<file path="src/ertmr_pkg.sv">
package ertmr_pkg;

    localparam int unsigned ADDR_W = 16;
    localparam int unsigned DATA_W = 8;
    localparam int unsigned PRESC_W = 13;
    localparam int unsigned NUM_TAPS = 7;
    localparam int unsigned CLK_SEL_W = 3;

    // Register map
    localparam logic [15:0] OFS_MODE = 16'hffb2;
    localparam logic [15:0] OFS_COUNT = 16'hffb3;
    localparam logic [15:0] OFS_IRQ_STAT = 16'hffb4;
    localparam logic [15:0] OFS_IRQ_MASK = 16'hffb5;
    localparam logic [15:0] OFS_EDGE_SEL = 16'hffb6;

    // Reset values
    localparam logic [7:0] RST_MODE = 8'h78;
    localparam logic [7:0] RST_COUNT = 8'h00;
    localparam logic [7:0] RST_RELOAD = 8'h00;
    localparam logic [2:0] RST_CLK_SEL = 3'h0;
    localparam logic RST_FLAG = 1'b0;

    // Field positions
    localparam int unsigned MODE_RELOAD_BIT = 7;
    localparam int unsigned CLK_SEL_LSB = 0;
    localparam logic [3:0] MODE_RSVD_ONES = 4'hf;
    localparam int unsigned IRQ_OVF_BIT = 0;
    localparam int unsigned EDGE_POL_BIT = 0;

    localparam logic [2:0] CLK_SEL_EXT = 3'h7;
    localparam logic [7:0] COUNT_MAX = 8'hff;
    localparam logic [7:0] COUNT_ZERO = 8'h00;

    typedef enum logic {
        ERTMR_INTERVAL = 1'b0,
        ERTMR_AUTO_RELOAD = 1'b1
    } ertmr_mode_e;

    typedef logic [PRESC_W-1:0] ertmr_presc_t;

    // Divide by 8192, 2048, 512, 256, 64, 16, 4
    localparam ertmr_presc_t DIV_MASK [NUM_TAPS] = '{
        13'h1fff, 13'h07ff, 13'h01ff, 13'h00ff, 13'h003f, 13'h000f, 13'h0003
    };

endpackage : ertmr_pkg

</file>
<file path="src/ertmr_top.sv">
module ertmr_top (
    input wire logic clk_sys_i,
    input wire logic nrst_i,
    input wire logic [15:0] addr_i,
    input wire logic [7:0] wdata_i,
    input wire logic wr_i,
    input wire logic rd_i,
    output logic [7:0] rdata_o,
    input wire logic event_input_pin_i,
    input wire logic halt_i,
    output logic irq_o
);

    // Reset release synchroniser
    logic rst_sync1_ff;
    logic rst_n;

    always_ff @(posedge clk_sys_i or negedge nrst_i) begin
        if (!nrst_i) begin
            rst_sync1_ff <= 1'b0;
            rst_n <= 1'b0;
        end else begin
            rst_sync1_ff <= 1'b1;
            rst_n <= rst_sync1_ff;
        end
    end

    // Register state
    ertmr_pkg::ertmr_mode_e reload_mode_ff;
    logic [2:0] clk_sel_ff;
    logic [7:0] timer_count_value_ff;
    logic [7:0] timer_reload_value_ff;
    logic overflow_request_flag_ff;
    logic overflow_irq_enable_ff;
    logic event_edge_polarity_ff;
    logic [7:0] rdata_ff;

    logic [7:0] nxt_count;
    logic nxt_flag;
    logic [7:0] nxt_rdata;

    // Address decode
    wire sel_mode = addr_i == ertmr_pkg::OFS_MODE;
    wire sel_count = addr_i == ertmr_pkg::OFS_COUNT;
    wire sel_stat = addr_i == ertmr_pkg::OFS_IRQ_STAT;
    wire sel_mask = addr_i == ertmr_pkg::OFS_IRQ_MASK;
    wire sel_edge = addr_i == ertmr_pkg::OFS_EDGE_SEL;

    wire wr_mode = wr_i && sel_mode;
    wire wr_reload = wr_i && sel_count;
    wire wr_mask = wr_i && sel_mask;
    wire wr_edge = wr_i && sel_edge;
    wire rd_stat = rd_i && sel_stat;

    // Event pin synchroniser and edge detector
    logic ev_sync1_ff;
    logic ev_sync2_ff;
    logic ev_prev_ff;

    always_ff @(posedge clk_sys_i or negedge rst_n) begin
        if (!rst_n) begin
            ev_sync1_ff <= 1'b0;
            ev_sync2_ff <= 1'b0;
            ev_prev_ff <= 1'b0;
        end else begin
            ev_sync1_ff <= event_input_pin_i;
            ev_sync2_ff <= ev_sync1_ff;
            ev_prev_ff <= ev_sync2_ff;
        end
    end

    wire ev_rise = ev_sync2_ff && !ev_prev_ff;
    wire ev_fall = !ev_sync2_ff && ev_prev_ff;
    wire ev_edge = event_edge_polarity_ff ? ev_rise : ev_fall;

    // Internal clock taps
    logic presc_tick;

    ertmr_prescaler u_prescaler (
        .clk_sys_i(clk_sys_i),
        .rst_n_i(rst_n),
        .clk_sel_i(clk_sel_ff),
        .tick_o(presc_tick)
    );

    wire ext_sel = clk_sel_ff == ertmr_pkg::CLK_SEL_EXT;
    wire count_in = ext_sel ? ev_edge : presc_tick;
    wire advance = count_in && !halt_i;
    wire at_max = timer_count_value_ff == ertmr_pkg::COUNT_MAX;
    // A reload write takes precedence over a count input in the same cycle
    wire overflow = advance && at_max && !wr_reload;
    wire [7:0] wrap_value = (reload_mode_ff == ertmr_pkg::ERTMR_AUTO_RELOAD)
                          ? timer_reload_value_ff : ertmr_pkg::COUNT_ZERO;

    assign nxt_count = wr_reload ? wdata_i
                     : overflow ? wrap_value
                     : advance ? timer_count_value_ff + 8'h01
                     : timer_count_value_ff;

    // Set wins over the read-clear
    assign nxt_flag = overflow ? 1'b1 : (rd_stat ? 1'b0 : overflow_request_flag_ff);

    wire [7:0] mode_read = {reload_mode_ff, ertmr_pkg::MODE_RSVD_ONES, clk_sel_ff};
    wire [7:0] stat_read = {7'h00, overflow_request_flag_ff};
    wire [7:0] mask_read = {7'h00, overflow_irq_enable_ff};
    wire [7:0] edge_read = {7'h00, event_edge_polarity_ff};

    assign nxt_rdata = !rd_i ? 8'h00
                     : sel_mode ? mode_read
                     : sel_count ? timer_count_value_ff
                     : sel_stat ? stat_read
                     : sel_mask ? mask_read
                     : sel_edge ? edge_read
                     : 8'h00;

    always_ff @(posedge clk_sys_i or negedge rst_n) begin
        if (!rst_n) begin
            reload_mode_ff <= ertmr_pkg::ERTMR_INTERVAL;
            clk_sel_ff <= ertmr_pkg::RST_CLK_SEL;
        end else if (wr_mode) begin
            reload_mode_ff <= ertmr_pkg::ertmr_mode_e'(wdata_i[ertmr_pkg::MODE_RELOAD_BIT]);
            clk_sel_ff <= wdata_i[ertmr_pkg::CLK_SEL_LSB +: ertmr_pkg::CLK_SEL_W];
        end
    end

    always_ff @(posedge clk_sys_i or negedge rst_n) begin
        if (!rst_n) begin
            timer_count_value_ff <= ertmr_pkg::RST_COUNT;
        end else begin
            timer_count_value_ff <= nxt_count;
        end
    end

    always_ff @(posedge clk_sys_i or negedge rst_n) begin
        if (!rst_n) begin
            timer_reload_value_ff <= ertmr_pkg::RST_RELOAD;
        end else if (wr_reload) begin
            timer_reload_value_ff <= wdata_i;
        end
    end

    always_ff @(posedge clk_sys_i or negedge rst_n) begin
        if (!rst_n) begin
            overflow_request_flag_ff <= ertmr_pkg::RST_FLAG;
        end else begin
            overflow_request_flag_ff <= nxt_flag;
        end
    end

    always_ff @(posedge clk_sys_i or negedge rst_n) begin
        if (!rst_n) begin
            overflow_irq_enable_ff <= ertmr_pkg::RST_FLAG;
        end else if (wr_mask) begin
            overflow_irq_enable_ff <= wdata_i[ertmr_pkg::IRQ_OVF_BIT];
        end
    end

    always_ff @(posedge clk_sys_i or negedge rst_n) begin
        if (!rst_n) begin
            event_edge_polarity_ff <= ertmr_pkg::RST_FLAG;
        end else if (wr_edge) begin
            event_edge_polarity_ff <= wdata_i[ertmr_pkg::EDGE_POL_BIT];
        end
    end

    always_ff @(posedge clk_sys_i or negedge rst_n) begin
        if (!rst_n) begin
            rdata_ff <= 8'h00;
        end else begin
            rdata_ff <= nxt_rdata;
        end
    end

    assign rdata_o = rdata_ff;
    assign irq_o = overflow_request_flag_ff && overflow_irq_enable_ff;
endmodule : ertmr_top

</file>
<file path="src/ertmr_prescaler.sv">
module ertmr_prescaler (
    input wire logic clk_sys_i,
    input wire logic rst_n_i,
    input wire logic [2:0] clk_sel_i,
    output logic tick_o
);

    ertmr_pkg::ertmr_presc_t presc_ff;
    logic [ertmr_pkg::NUM_TAPS-1:0] tap;

    always_ff @(posedge clk_sys_i or negedge rst_n_i) begin
        if (!rst_n_i) begin
            presc_ff <= '0;
        end else begin
            presc_ff <= presc_ff + 13'h0001;
        end
    end

    // One tick per full period of each divided clock
    genvar gi;
    generate
        for (gi = 0; gi < ertmr_pkg::NUM_TAPS; gi++) begin : g_tap
            assign tap[gi] = (presc_ff & ertmr_pkg::DIV_MASK[gi]) == ertmr_pkg::DIV_MASK[gi];
        end
    endgenerate

    assign tick_o = (clk_sel_i == ertmr_pkg::CLK_SEL_EXT) ? 1'b0 : tap[clk_sel_i];

endmodule : ertmr_prescaler

</file>
<file path="config.mk">
export PLATFORM = sky130hd
export DESIGN_NAME = ertmr_top
export DESIGN_NICKNAME = d
export VERILOG_FILES = /design/src/ertmr_pkg.sv /design/src/ertmr_top.sv /design/src/ertmr_prescaler.sv
export SDC_FILE = /design/constraint.sdc
export NUM_CORES = 1
export LEC_CHECK = 0
export ABC_AREA = 1
export BUFFER_PORTS_ARGS = -buffer_cell sky130_fd_sc_hd__buf_2
export CAP_MARGIN = 20
export CORE_ASPECT_RATIO = 0.8
export CORE_MARGIN = 2
export CORE_UTILIZATION = 57
export DETAILED_ROUTE_END_ITERATION = 6
export GPL_ROUTABILITY_DRIVEN = 0
export GPL_TIMING_DRIVEN = 0
export HOLD_SLACK_MARGIN = 0.02
export PLACE_DENSITY = 0.8
export SYNTH_ARGS = -nofsm -noshare
export SYNTH_HDL_FRONTEND = slang
export SYNTH_SLANG_ARGS = --single-unit
</file>
<file path="constraint.sdc">
create_clock -name clk_sys_i -period 1.8 [get_ports clk_sys_i]
set_clock_uncertainty 0.15 [all_clocks]
set_input_delay 0.36 -clock clk_sys_i [delete_from_list [all_inputs] [get_ports clk_sys_i]]
set_output_delay 0.36 -clock clk_sys_i [all_outputs]
set_load 0.02 [all_outputs]
</file>
# ---- Word-level counts from Yosys, hierarchy flattened
# Index checks and enable logic that the tools add are counted.
dict set report totals {
  reg_bits 49
  input_bits 30
  out_inout_bits 9
  elab_cells 64
}
dict set report op_classes {
  add_sub_neg 2
  order_cmp 1
  n_eq_ne 14
  mux 16
  reduce_logical 17
}
# op n
set ops {}
lappend ops {{$eq A16 B16 Y1 const B} 5}
lappend ops {{$mux W8} 7}
lappend ops {{$eq A8 B8 Y1 const B} 2}
lappend ops {{$add A13 B1 Y13 const B} 1}
lappend ops {{$eq A13 B13 Y1 const B} 1}
lappend ops {{$eq A11 B11 Y1 const B} 1}
lappend ops {{$logic_and A1 B1 Y1} 11}
lappend ops {{$eq A9 B9 Y1 const B} 1}
lappend ops {{$add A8 B1 Y8 const B} 1}
lappend ops {{$mux W1} 8}
lappend ops {{$eq A6 B6 Y1 const B} 1}
lappend ops {{$eq A4 B4 Y1 const B} 1}
lappend ops {{$logic_not A1 Y1} 4}
lappend ops {{$lt A3 B4 Y1 const B} 1}
lappend ops {{$bmux W1 S3} 1}
lappend ops {{$eq A3 B3 Y1 const B} 1}
lappend ops {{$reduce_bool A3 Y1} 1}
lappend ops {{$eq A2 B2 Y1 const B} 1}
lappend ops {{$reduce_bool A2 Y1} 1}

# ---- Depth between registers and ports, before layout
# Gate-level depths: netlist (run 1).
dict set report logic_depth {
  ltp_word 9
  depth_mapped 15
}

# ---- Modules after synthesis
# A second synthesis (run 1) with hierarchy kept.
dict set report unflattened {
  hier_cells 316
  hier_area_um2 2601.2
}
# mod n_inst cells_each area_each_um2 seq_area_each_um2
set by_module_without_submodules {}
lappend by_module_without_submodules {ertmr_top 1 243 1924.3 900.9}
lappend by_module_without_submodules {ertmr_prescaler 1 73 676.9 325.3}

# ---- Worst setup path after synthesis (run 1)
# No wires, ideal clock.
dict set report synth_path {
  path_kind {register to register}
  from {reg u_prescaler.presc_ff[0]}
  to {reg timer_count_value_ff[3]}
  setup_time_ps 73
  arrival_time_ps 1856
  required_time_ps 1577
  slack_ps -279
  path_stages_with_launch 16
  period_less_slack_ps 2079
  path_cell_list {dfrtp_1 -> ha_1 -> nand3_2 -> inv_2 -> nand2_2 -> clkinv_2 -> ha_1 -> o21ai_0 -> a21oi_2 -> inv_1 -> nand3_1 -> nand3_2 -> nand2_2 -> inv_2 -> nor2_2 -> a21oi_2}
}
dict set report synth_via {
  elab_chain_cells 9
}
# item line_no
set synth_lines {}
lappend synth_lines {{start, declared} ertmr_prescaler.sv:8} ;# ertmr_pkg::ertmr_presc_t presc_ff;
lappend synth_lines {{start signal, assigned} ertmr_prescaler.sv:15} ;# presc_ff <= presc_ff + 13'h0001;
lappend synth_lines {{$eq A13 B13 Y1 (tied with other cells)} ertmr_prescaler.sv:23} ;# assign tap[gi] = (presc_ff & ertmr_pkg::DIV_MASK[gi]) == ertmr_pkg::DIV_MASK[gi];
lappend synth_lines {{$bmux W1 S3 *} ertmr_prescaler.sv:27} ;# assign tick_o = (clk_sel_i == ertmr_pkg::CLK_SEL_EXT) ? 1'b0 : tap[clk_sel_i];
lappend synth_lines {{$mux W1 (not written as such) *} ertmr_prescaler.sv:27}
lappend synth_lines {{$mux W1 *} ertmr_top.sv:87} ;# wire count_in = ext_sel ? ev_edge : presc_tick;
lappend synth_lines {{$logic_and A1 B1 Y1 *} ertmr_top.sv:88} ;# wire advance = count_in && !halt_i;
lappend synth_lines {{$logic_and A1 B1 Y1 (2 in series)} ertmr_top.sv:91} ;# wire overflow = advance && at_max && !wr_reload;
lappend synth_lines {{$mux W8} ertmr_top.sv:96} ;# : overflow ? wrap_value
lappend synth_lines {{$mux W8} ertmr_top.sv:95} ;# assign nxt_count = wr_reload ? wdata_i
lappend synth_lines {{end signal, assigned} ertmr_top.sv:128} ;# timer_count_value_ff <= ertmr_pkg::RST_COUNT;
lappend synth_lines {{end signal, assigned} ertmr_top.sv:130} ;# timer_count_value_ff <= nxt_count;
lappend synth_lines {{end, declared} ertmr_top.sv:31} ;# logic [7:0] timer_count_value_ff;
# Every way passes the cells marked *; elsewhere a longest branch is shown, timed or not. The select of a mux whose other input is x is not followed.
# A chain may end at the register's enable or synchronous reset.

# ---- Worst setup path after layout (run 1)
dict set report layout_path {
  from {reg u_prescaler.presc_ff[1]}
  to {reg timer_count_value_ff[1]}
}
# The elaborated chain is that of the path after synthesis.

==> results.md, run 1 <==
- Status: finished, violations left
- Violated checks: negative setup slack
- Max-cap violations: 0
- Register Area: 0.00123 sq mm
- Placed Cells: 406
- Drt total wl: 5320 um
- Power Density: 759 mW/mm^2
- Total Routing Usage GR: 0.234
- HP Class: reg -> async
- DP Area: 0.00294 sq mm
- Die area: 0.00511 sq mm
- Mapped Cells: 310
- Ys async rst share: 1.00
- Fin area: 0.00324 sq mm
- Initial DRC count: 122
- Core box area: 0.00428 sq mm
- CP Class: reg -> reg
- DP Worst Slack: -0.331 ns
- Worst-skew pair later-pin latency: 0.30 ns
- Tcrit/Tclk final: 1.11
- CTS clk-pin slew, worst paths: 0.10 ns
- Clock sink count: 49
- Post-synthesis sequential area ratio: 0.473
- Synth Register Bits: 49
- DRC viols: 0
- Post-route minimum period: 1.99 ns
- Slowest cell on crit path: dfrtp_1
- Peak Freq: 502 MHz
- HPWL Detailed: 3770 um
- Final cell count without fillers: 426
- RSZ-0062 raised after global routing: yes
- CP max stage delay: 0.41 ns
- Maximum fanout along the worst path: 7
- Drt pass-1 iters: 4
- DR vias: 2,158
- Worst Setup Slack, final: -0.194 ns
- Proportion of synthesized area in mux cells: 0.00820
- Post-DR vias/cell: 5.07
- Num CTS Buffers: 5
- Setup crit end kind: flop
- Met2 WL: 2440 um
- IO Pins: 39
- Post-Syn Area: 0.00259 sq mm
- Synth Area in Simple Gates: 0.315
- Crit path launch type: flop
- Crit-path cells: ha_4 -> nand3_4 -> inv_4 -> nand2_4 -> clkinv_4 -> ha_4 -> o21ai_2 -> a21oi_2 -> inv_1 -> nand3_2 -> nand3_4 -> nand2_8 -> clkinv_8 -> nand2_2 -> nand3_2
- Die height: 64.4 um
- Synth unique cells: 32
- Initial antenna violation count: 0
- Diode count: 0
- Count of final setup violators: 9
- Syn Nets: 343
- H-tree levels: 2
- Final ANT Viol Nets: 0
- Xor/xnor share of the synthesized area: 0.0540
- Gr ovfl total: 0
- Layout area overhead: 24.8%
- Row count: 21
- Nets: 401
- CTS tree: done
- WP data required: 1.84 ns
- Area of the multi-input gates: 0.00133 sq mm
- Compound-cell area share of the yosys netlist: 0.0685
- Clk root buf: clkbuf_8
- Wl on met1: 2490 um
- Clock buffer depth: 2
- Routed wl met3: 352 um
- Vias in the first global route: 2,059
- Fillers: 304
- Total chip power: 2.46 mW
- Largest family of logic cells by synthesized area: simple AND/OR/NAND/NOR gates
- Die W: 79.4 um
- Worst EP arrival: 2.03 ns
- Syn avg cell area: 8.37 sq um
- Global-route wire length before repair: 9310 um
- Largest net degree at the start of global routing: 42
- Post-synth EDFFs: 0
- Max rail drop VDD: 0.000634 V
- WL/cell: 12.5 um
- Layout cells sized above 1: 0.317
- Pins Over Slew Limit: 0
- Synth warnings: 0
- Leak: 1.67 nW
- Adder-Cell Fraction of Synth Area: 0.0145
- Primary FF master, synth: dfrtp_1
- Port bufs: 38
- Initial Utilization: 0.606
- Top sig layer: met4
- Final Hold Fails: 0
-- critical path: cells and delay by family (launching register included) --
family	cells	cell delay (ns)
AO/OA/AOI/OAI	2	0.20
AND/OR/NAND/NOR	7	0.58
adder cells (fa/ha/maj)	2	0.28
buffers and inverters	4	0.29
flip-flops	1	0.41
-- report_power, final --
| part | leakage [nW] | total, mW | switching (mW) | internal [mW] |
|---|---|---|---|---|
| Sequential | 0.621 | 1.27 | 0.107 | 1.17 |
| Combinational | 0.992 | 0.408 | 0.230 | 0.178 |
| Clock | 0.0543 | 0.777 | 0.361 | 0.416 |
-- kinds of logic (layout without fill, tap and decap cells) --
logic type | count (synthesis) | count (layout)
mux | 2 | 2
compound gates | 30 | 30
xor+xnor | 16 | 16
flops | 49 | 49
other cells | 1 | 1
fa+ha+maj | 3 | 3
buf+inv | 45 | 104
simple gates | 164 | 164
-- routing by layer --
metal / vias to the layer above / GRT usage
li1: 1088 / -
met5: - / 0
met1: 988 / 0.323
met2: 78 / 0.378
met3: 4 / 0.0438
met4: 0 / 0.0668
-- cell type report --
cell class	instances	share of cell area
Timing Repair Buffer	51	0.0950
Clock inverter	3	0.0143
Buffer	2	0.00232
Tap cell	57	0.0220
Inverter	43	0.0560
Multi-Input combinational cell	216	0.410
Clock buffer	5	0.0212
Sequential cell	49	0.379
-- path summary, 6_finish.rpt --
| check | start | slack (ns) | cells past startpoint | endpoint |
|---|---|---|---|---|
| setup / recovery | u_prescaler.presc_ff[1] | -0.19 | 15 | timer_count_value_ff[1] |
| hold / removal | rst_n | 0.1 | 1 | timer_count_value_ff[6] |
| setup reg to reg | u_prescaler.presc_ff[1] | -0.19 | 15 | timer_count_value_ff[1] |
| hold reg to reg | rst_n | 0.1 | 1 | timer_count_value_ff[6] |
| max in group asynchronous | rst_n | 0.70 | 1 | u_prescaler.presc_ff[6] |
| min in group clk_sys_i | rd_i | 0.15 | 3 | rdata_o[0] |
-- timing repair --
item	CTS	global route
endpoints found under the hold margin	9	0
resized for setup	12	5
hold buffers	3	0
setup buffers	7	2
pin swaps	12	5
endpoints found under the setup margin	9	9
-- flip-flops by register name (all words and copies together), names as in the netlist, 3 cells and up --
register	count
clk_sel_ff	3
rdata_o	8
timer_reload_value_ff	8
timer_count_value_ff	8
u_prescaler.presc_ff	13
-- stage by stage --
| step | hold WS [ns] | utilization | setup TNS, ns |
|---|---|---|---|
| after floorplan | -0.0856 | - | -0.839 |
| after global placement | -0.00480 | 0.682 | -17.03 |
| after detailed placement | -0.0482 | 0.687 | -2.90 |
| after CTS | 0.104 | 0.747 | -1.39 |
| after global routing | 0.137 | 0.756 | -2.54 |
| final | 0.0969 | 0.756 | -1.49 |
-- cell usage after synthesis, types with 2 or more instances --
library cell,n,area (sq um)
o21ai_0,9,45.0
nand3_2,5,50.1
inv_2,6,22.5
nor2_1,27,101
nor3_1,2,10.0
nor2_4,3,33.8
ha_1,3,37.5
dfrtp_1,49,1230
xor2_1,12,105
o211ai_1,2,15.0
nand3_1,23,115
nand2_4,2,22.5
nand2_2,8,50.1
a21oi_2,5,43.8
inv_1,36,135
o21ai_1,2,10.0
nand4_1,2,12.5
a21oi_1,11,55.1
nand2_1,78,293
nor2_2,10,62.6
xnor2_1,4,35.0
-- layout by cell type, fill, tap and decap left out, types with 2 or more instances in the layout --
cell,instances
a21oi_1,11
a21oi_2,5
buf_2,38
buf_4,9
clkbuf_8,5
clkinv_4,2
dfrtp_1,48
dlygate4sd3_1,3
ha_4,2
inv_1,36
inv_2,4
nand2_1,72
nand2_2,11
nand2_4,4
nand3_1,18
nand3_2,8
nand3_4,3
nand4_1,2
nor2_1,26
nor2_2,7
nor2_4,7
nor3_1,2
o211ai_1,2
o21ai_0,8
o21ai_1,2
xnor2_1,4
xor2_1,12
Note: power is estimated with default switching activity, not from simulation.
==> inputs of run 2 (changes only) <==
--- a/config.mk
+++ b/config.mk
@@ -10,12 +10,12 @@
 export CAP_MARGIN = 20
 export CORE_ASPECT_RATIO = 0.8
 export CORE_MARGIN = 2
-export CORE_UTILIZATION = 57
+export CORE_UTILIZATION = 61
 export DETAILED_ROUTE_END_ITERATION = 6
 export GPL_ROUTABILITY_DRIVEN = 0
 export GPL_TIMING_DRIVEN = 0
 export HOLD_SLACK_MARGIN = 0.02
-export PLACE_DENSITY = 0.8
+export PLACE_DENSITY = 0.85
 export SYNTH_ARGS = -nofsm -noshare
 export SYNTH_HDL_FRONTEND = slang
 export SYNTH_SLANG_ARGS = --single-unit
==> constraint.sdc (replaced) <==
create_clock -name clk_sys_i -period 2.45 [get_ports clk_sys_i]
set_clock_uncertainty 0.15 [all_clocks]
set_input_delay 0.49 -clock clk_sys_i [delete_from_list [all_inputs] [get_ports clk_sys_i]]
set_output_delay 0.49 -clock clk_sys_i [all_outputs]
set_load 0.02 [all_outputs]
==> run 2 against run 1 <==
Effect of this change:
- the run now ends clean
- count of clock-buffer cells in the layout unchanged
- via count is 0.28% lower
- global-route usage increased by 0.97 points
- worst setup slack better by 0.40 ns
- sequential power decreased by 27%
- critical path type unchanged
- largest cell class is now sequential cells
- largest power group unchanged
- highest routed layer unchanged
==> results.md, run 2 (synthesis gave the netlist of run 1 again) <==
- HPWL Detailed: 4020 um (+6.6%)
- Slowest cell on crit path: dfrtp_1
- Status: complete, no violations
- Reg2reg end: timer_count_value_ff[5]
- Max rail drop VDD: 0.000415 V (-35%)
- Largest net degree at the start of global routing: 44 (+4.8%)
- WP data required: 2.50 ns (+0.66 ns)
- Pint: 1.17 mW (-34%)
- Worst Reg-to-Reg Cells: 15 (unchanged)
- Die area: 0.00479 sq mm (-6.2%)
- Drt pass-1 iters: 4 (unchanged)
- Layout area overhead: 15.5%
- Crit-path cells: ha_2 -> nand3_2 -> inv_2 -> nand2_2 -> clkinv_2 -> ha_1 -> o21ai_1 -> a21oi_2 -> inv_1 -> nand3_1 -> nand3_2 -> nand2_4 -> clkinv_4 -> nor2_2 -> a21oi_2
- Die height: 62.3 um (-3.1%)
- Maximum fanout along the worst path: 7 (unchanged)
- DRC viols: 0 (unchanged)
- Post-route minimum period: 2.24 ns (+0.247 ns)
- Post-DR vias/cell: 5.17 (+2.1%)
- Core box area: 0.00413 sq mm (-3.7%)
- Peak Freq: 446 MHz (-11%)
- Nets: 391 (-2.5%)
- Tcrit/Tclk final: 0.915 (-0.193)
- Top reg by flops: u_prescaler.presc_ff
- Fillers: 309 (+1.6%)
- Clock buffer depth: 2 (unchanged)
- Row count: 21 (unchanged)
- Layout cells sized above 1: 0.262 (-0.0552)
- Drt total wl: 5300 um (-0.47%)
- Max reg flops: 13 (unchanged)
- Count of final setup violators: 0 (-9)
- Fin area: 0.00300 sq mm (-7.5%)
- RSZ-0062 raised after global routing: no
- Num CTS Buffers: 5 (unchanged)
- H-tree levels: 2 (unchanged)
- Pins Over Slew Limit: 0 (unchanged)
- Net Sw Frac: 0.293 (+0.00951)
- Gr ovfl total: 0 (unchanged)
- Initial antenna violation count: 0 (unchanged)
- Die W: 76.9 um (-3.2%)
- Max-cap violations: 0 (unchanged)
- Sw Pwr: 0.485 mW (-31%)
- Crit path max-delay family: simple AND/OR/NAND/NOR gates
- Final ANT Viol Nets: 0 (unchanged)
- Crit path launch type: flop
- Post-route setup TNS: 0 ns (+1.49 ns)
- Clock sink count: 49 (unchanged)
- DR vias: 2,152 (-0.28%)
- FF-to-FF Start: u_prescaler.presc_ff[0]
- Final Util: 0.726 (-0.0299)
- Total chip power: 1.65 mW (-33%)
- Routed wl met3: 324 um (-8.0%)
- CTS clk-pin slew, worst paths: 0.09 ns (about the same)
- Met2 WL: 2440 um (unchanged)
- Top sig layer: met4
- Power Density: 551 mW/mm^2 (-27%)
- Leak: 1.57 nW (-5.8%)
- R2r setup slk: 0.21 ns (+0.40 ns)
- Global-route wire length before repair: 9360 um (+0.52%)
- Final hold slack: 0.101 ns (+0.00431 ns)
- Port bufs: 38 (unchanged)
- Clk root buf: clkbuf_8
- Comb pwr share: 0.160 (-0.006)
- Final Hold Fails: 0 (unchanged)
- Commonest non-fill, non-tap cell in the layout: nand2_1
- CP max stage delay: 0.38 ns (-0.03 ns)
- Clk pwr share: 0.277 (-0.039)
- Register share of total power: 0.562 (+0.044)
- Worst-skew pair later-pin latency: 0.30 ns (about the same)
- IO Pins: 39 (unchanged)
- WL/cell: 12.7 um (+1.9%)
- Initial DRC count: 158 (+30%)
- Initial Utilization: 0.629 (+0.0232)
- CP Class: reg -> reg
- Setup Buffers After CTS: 0 (-7)
- CTS tree: done
- Wl on met1: 2430 um (-2.4%)
- Total Routing Usage GR: 0.244 (+0.00973)
- Most frequent cells in the layout: nand2_1, dfrtp_1, buf_2, inv_1, nor2_1
- Diode count: 0 (unchanged)
- Worst EP arrival: 2.29 ns (+0.26 ns)
- DP Area: 0.00288 sq mm (-2.2%)
- WP buf/inv: 4 (unchanged)
- Setup crit end kind: flop
- HP Class: reg -> async
- Vias in the first global route: 2,178 (+5.8%)
[run 2: changes by cell type in the layout (fill, tap and decap cells not counted), moves of 2 or more]
| cell | delta |
|---|---|
| buf_4 | -9 |
| ha_4 | -2 |
| nand3_4 | -2 |
| nand3_2 | -3 |
| nand2_2 | -4 |
| nand3_1 | +5 |
| clkinv_2 | +3 |
| nand2_1 | +6 |
| nor2_4 | -4 |
| nor2_2 | +3 |
[run 2: power by group through the flow]
stage	registers (mW)	clock network, mW	logic [mW]
2_1_floorplan	0.934	0	0.189
3_3_place_gp	0.955	0	0.235
3_5_place_dp	0.944	0	0.257
4_1_cts	0.927	0.466	0.264
5_1_grt	0.937	0.510	0.303
6_report	0.929	0.458	0.265
[run 2: routing by layer]
| layer | global-route usage | vias up |
|---|---|---|
| li1 | - | 1067 |
| met3 | 0.0523 | 13 |
| met2 | 0.389 | 78 |
| met4 | 0.0932 | 0 |
| met1 | 0.329 | 994 |
| met5 | 0 | - |
[run 2: worst max-delay path by stage]
stage,startpoint,endpoint,slack [ns],depth (start not counted)
3_5_place_dp,u_prescaler.presc_ff[0],timer_count_value_ff[4],0.07,15
2_1_floorplan,u_prescaler.presc_ff[0],timer_count_value_ff[3],0.37,15
3_3_place_gp,u_prescaler.presc_ff[0],timer_count_value_ff[5],0.18,15
4_1_cts,u_prescaler.presc_ff[0],timer_count_value_ff[4],0.05,15
5_1_grt,u_prescaler.presc_ff[0],timer_count_value_ff[1],0.008,14
6_report,u_prescaler.presc_ff[0],timer_count_value_ff[5],0.21,15
[run 2: through the flow]
step | cells | setup slack (ns)
after floorplan | 310 | 0.371
after global placement | 405 | 0.182
after detailed placement | 406 | 0.0747
after CTS | 416 | 0.0483
after global routing | 416 | 0.00813
final | 416 | 0.209
[run 2: area by class of cell]
class / count / area (sq um) / share of cell area
repair buffers: 41 / 230 / 0.0768
well taps: 57 / 71.3 / 0.0238
plain buffers: 2 / 7.51 / 0.00251
flip-flops and latches: 49 / 1230 / 0.410
clock buffers: 5 / 68.8 / 0.0230
inverters: 43 / 168 / 0.0560
multi-input cells: 216 / 1210 / 0.403
clock inverters: 3 / 17.5 / 0.00585
[run 2: timing repair]
item | in CTS | in global routing
hold buffers | 2 | 0
endpoints found under the hold margin | 6 | 0
gates resized for setup | 0 | 5
setup endpoints to repair | 0 | 8
==> inputs of run 3 (changes only) <==
--- a/config.mk
+++ b/config.mk
@@ -5,17 +5,16 @@
 export SDC_FILE = /design/constraint.sdc
 export NUM_CORES = 1
 export LEC_CHECK = 0
-export ABC_AREA = 1
 export BUFFER_PORTS_ARGS = -buffer_cell sky130_fd_sc_hd__buf_2
 export CAP_MARGIN = 20
-export CORE_ASPECT_RATIO = 0.8
+export CORE_ASPECT_RATIO = 0.5
 export CORE_MARGIN = 2
-export CORE_UTILIZATION = 61
+export CORE_UTILIZATION = 60
 export DETAILED_ROUTE_END_ITERATION = 6
 export GPL_ROUTABILITY_DRIVEN = 0
 export GPL_TIMING_DRIVEN = 0
 export HOLD_SLACK_MARGIN = 0.02
-export PLACE_DENSITY = 0.85
+export PLACE_DENSITY = 0.84
 export SYNTH_ARGS = -nofsm -noshare
 export SYNTH_HDL_FRONTEND = slang
 export SYNTH_SLANG_ARGS = --single-unit
==> run 3 against run 2 <==
Effect of this change:
- routed wire length is 3.6% higher
- count of clock-buffer cells in the layout is 3 higher
- area after synthesis is 8.6% lower
- sequential share of layout area is 2.1 points higher
- total power is 18% lower
- critical path type unchanged
- synthesized cell count is 26% lower
- non-clock buffer count is 8 higher
==> results.md, run 3 <==
- Status: complete, no violations
- Row count: 16 (-24%)
- Initial DRC count: 139 (-12%)
- Final Hold Fails: 0 (unchanged)
- Count of final setup violators: 0 (unchanged)
- Net Sw Frac: 0.212 (-0.0813)
- Reg2reg end: timer_count_value_ff[4]
- Diode count: 0 (unchanged)
- Comb pwr share: 0.047 (-0.113)
- Max-cap violations: 0 (unchanged)
- Fillers: 284 (-8.1%)
- Post-synthesis sequential area ratio: 0.517 (+0.0444)
- Die height: 48.5 um (-22%)
- Top reg by flops: u_prescaler.presc_ff
- Clock buffer depth: 2 (unchanged)
- Clock sink count: 49 (unchanged)
- IO Pins: 39 (unchanged)
- Area leader, netlist: dfrtp_1
- Area of the multi-input gates: 0.00110 sq mm (-8.4%)
- Initial antenna violation count: 0 (unchanged)
- Worst Reg-to-Reg Cells: 9 (-6)
- Tcrit/Tclk final: 0.953 (+0.0389)
- Share of the synthesized area in the top cell type: 0.517 (+0.0444)
- Fin area: 0.00285 sq mm (-4.8%)
- Commonest non-fill, non-tap cell in the layout: dfrtp_1
- Syn avg cell area: 10.4 sq um (+24%)
- Clk pwr share: 0.354 (+0.077)
- Max reg flops: 13 (unchanged)
- CTS clk-pin slew, worst paths: 0.08 ns (about the same)
- Nets: 314 (-20%)
- FF-to-FF Start: u_prescaler.presc_ff[0]
- Ys async rst share: 1.00 (unchanged)
- H-tree levels: 2 (unchanged)
- DR vias: 1,970 (-8.5%)
- Clk root buf: clkbuf_8
- Most frequent cells in the layout: dfrtp_1, buf_2, nand2_1, inv_1, nor2_1
- Register Area: 0.00123 sq mm (unchanged)
- Die area: 0.00450 sq mm (-6.1%)
- Layout cells sized above 1: 0.259 (-0.00297)
- Leak: 1.42 nW (-9.4%)
- Synth warnings: 0 (unchanged)
- Pint: 1.07 mW (-8.1%)
- Power Density: 477 mW/mm^2 (-13%)
- Drt pass-1 iters: 4 (unchanged)
- Initial Utilization: 0.617 (-0.0119)
- Worst slew pin tran: 0.729 ns
- Final hold slack: 0.0944 ns (-0.00682 ns)
- Syn Nets: 262 (-24%)
- WP data required: 2.49 ns (about the same)
- DRC viols: 0 (unchanged)
- Worst-skew pair later-pin latency: 0.30 ns (about the same)
- WL/cell: 16.3 um (+28%)
- Peak Freq: 428 MHz (-4.1%)
- Pins Over Slew Limit: 0 (unchanged)
- Drt total wl: 5490 um (+3.6%)
- Worst Setup SP: u_prescaler.presc_ff[0]
- Crit path launch type: flop
- Post-Syn Area: 0.00237 sq mm (-8.6%)
- HPWL Detailed: 3740 um (-6.8%)
- Relative slew slack: 0.510
- Die W: 92.9 um (+21%)
- Top-count cell post-synth: dfrtp_1
- Mapped Cells: 229 (-26%)
- CP Class: reg -> reg
- Gr ovfl total: 0 (unchanged)
- HP Class: reg -> async
- Total Routing Usage GR: 0.260 (+0.0165)
- Final ANT Viol Nets: 0 (unchanged)
- Synth unique cells: 45 (+41%)
- Sw Pwr: 0.289 mW (-40%)
- Register share of total power: 0.599 (+0.037)
- Largest net degree at the start of global routing: 41 (-6.8%)
- CTS tree: done
- Vias in the first global route: 1,887 (-13%)
- Synth Register Bits: 49 (unchanged)
- Global-route wire length before repair: 9000 um (-3.8%)
- DP Area: 0.00265 sq mm (-8.0%)
- Max rail drop VDD: 0.000301 V (-27%)
- Synth top cells by count: dfrtp_1, nand2_1, inv_1, nor2_1, nand3_1
- Setup crit end kind: flop
- Worst EP arrival: 2.37 ns (+0.08 ns)
- R2r setup slk: 0.11 ns (-0.10 ns)
- Post-route minimum period: 2.34 ns (+0.0952 ns)
- Top cells by area, synth: dfrtp_1, nand2_1, mux2_2
- Layout area overhead: 20.3%
- Post-DR vias/cell: 5.86 (+13%)
- Num CTS Buffers: 5 (unchanged)
- Port bufs: 37 (-2.6%)
- Primary FF master, synth: dfrtp_1
- Maximum fanout along the worst path: 6 (-1)
- Core box area: 0.00384 sq mm (-6.8%)
- Post-synth EDFFs: 0 (unchanged)
==> run 3: kinds of logic after synthesis <==
kind of cell	synth area share
AND/OR/NAND/NOR	0.216
flip-flops	0.517
AO/OA/AOI/OAI	0.113
buffers and inverters	0.0332
multiplexers	0.0633
XOR/XNOR	0.0406
adder cells (fa/ha/maj)	0.0158
other	0.00158
==> run 3: layout make-up <==
type,count,area share
tap,54,0.0237
inverter,13,0.0171
multi-input combinational,161,0.387
timing repair buffer,45,0.0982
buffer,6,0.0118
clock buffer,8,0.0316
sequential,49,0.430
==> run 3: stage by stage <==
| stage | setup TNS, ns | total power [mW] | utilization | worst slack [ns] | cells |
|---|---|---|---|---|---|
| CTS | 0 | 1.37 | 0.723 | 0.0999 | 332 |
| global route | -0.00463 | 1.41 | 0.742 | -0.00463 | 336 |
| global placement | -0.660 | 0.887 | 0.683 | -0.143 | 320 |
| detailed placement | -1.26 | 0.893 | 0.688 | -0.237 | 321 |
| finish | 0 | 1.36 | 0.742 | 0.114 | 336 |
| floorplan | 0 | 0.856 | - | 0.157 | 229 |
==> run 3: critical path, stage by stage (launching register included) <==
cell and delay [ns]:
dfrtp_1 0.41, ha_2 0.23, nand3_4 0.13, nor2_2 0.06, ha_1 0.18, a31o_2 0.27, o221ai_4 0.30, buf_8 0.17
mux2i_2 0.22, o21ai_1 0.08
==> run 3: worst max-delay path by stage <==
stage | end | cells past startpoint
global route | timer_count_value_ff[0] | 9
finish | timer_count_value_ff[4] | 9
floorplan | timer_count_value_ff[7] | 9
CTS | timer_count_value_ff[4] | 9
global placement | timer_count_value_ff[7] | 9
detailed placement | timer_count_value_ff[4] | 9
==> run 3: power groups by stage <==
stage          Clock [mW]  Sequential (mW)  Combinational [mW]
2_1_floorplan           0            0.841              0.0150
3_3_place_gp            0            0.845              0.0417
3_5_place_dp            0            0.833              0.0601
4_1_cts             0.490            0.815              0.0653
5_1_grt             0.523            0.816              0.0730
6_report            0.481            0.815              0.0646
==> run 3: layer usage <==
metal,share of wire,GRT usage,vias up
li1,-,-,923
met1,0.41,0.333,956
met2,0.51,0.436,73
met3,0.053,0.0514,18
met4,0.031,0.118,0
met5,0,0,-
==> run 3: timing repair <==
item / in CTS / in global routing
pin swaps: 1 / 1
resized for setup: 2 / 7
hold buffers: 2 / 0
buffers inserted: 1 / 3
endpoints found under the hold margin: 9 / 0
setup endpoints to repair: 9 / 7
cloned: 0 / 1
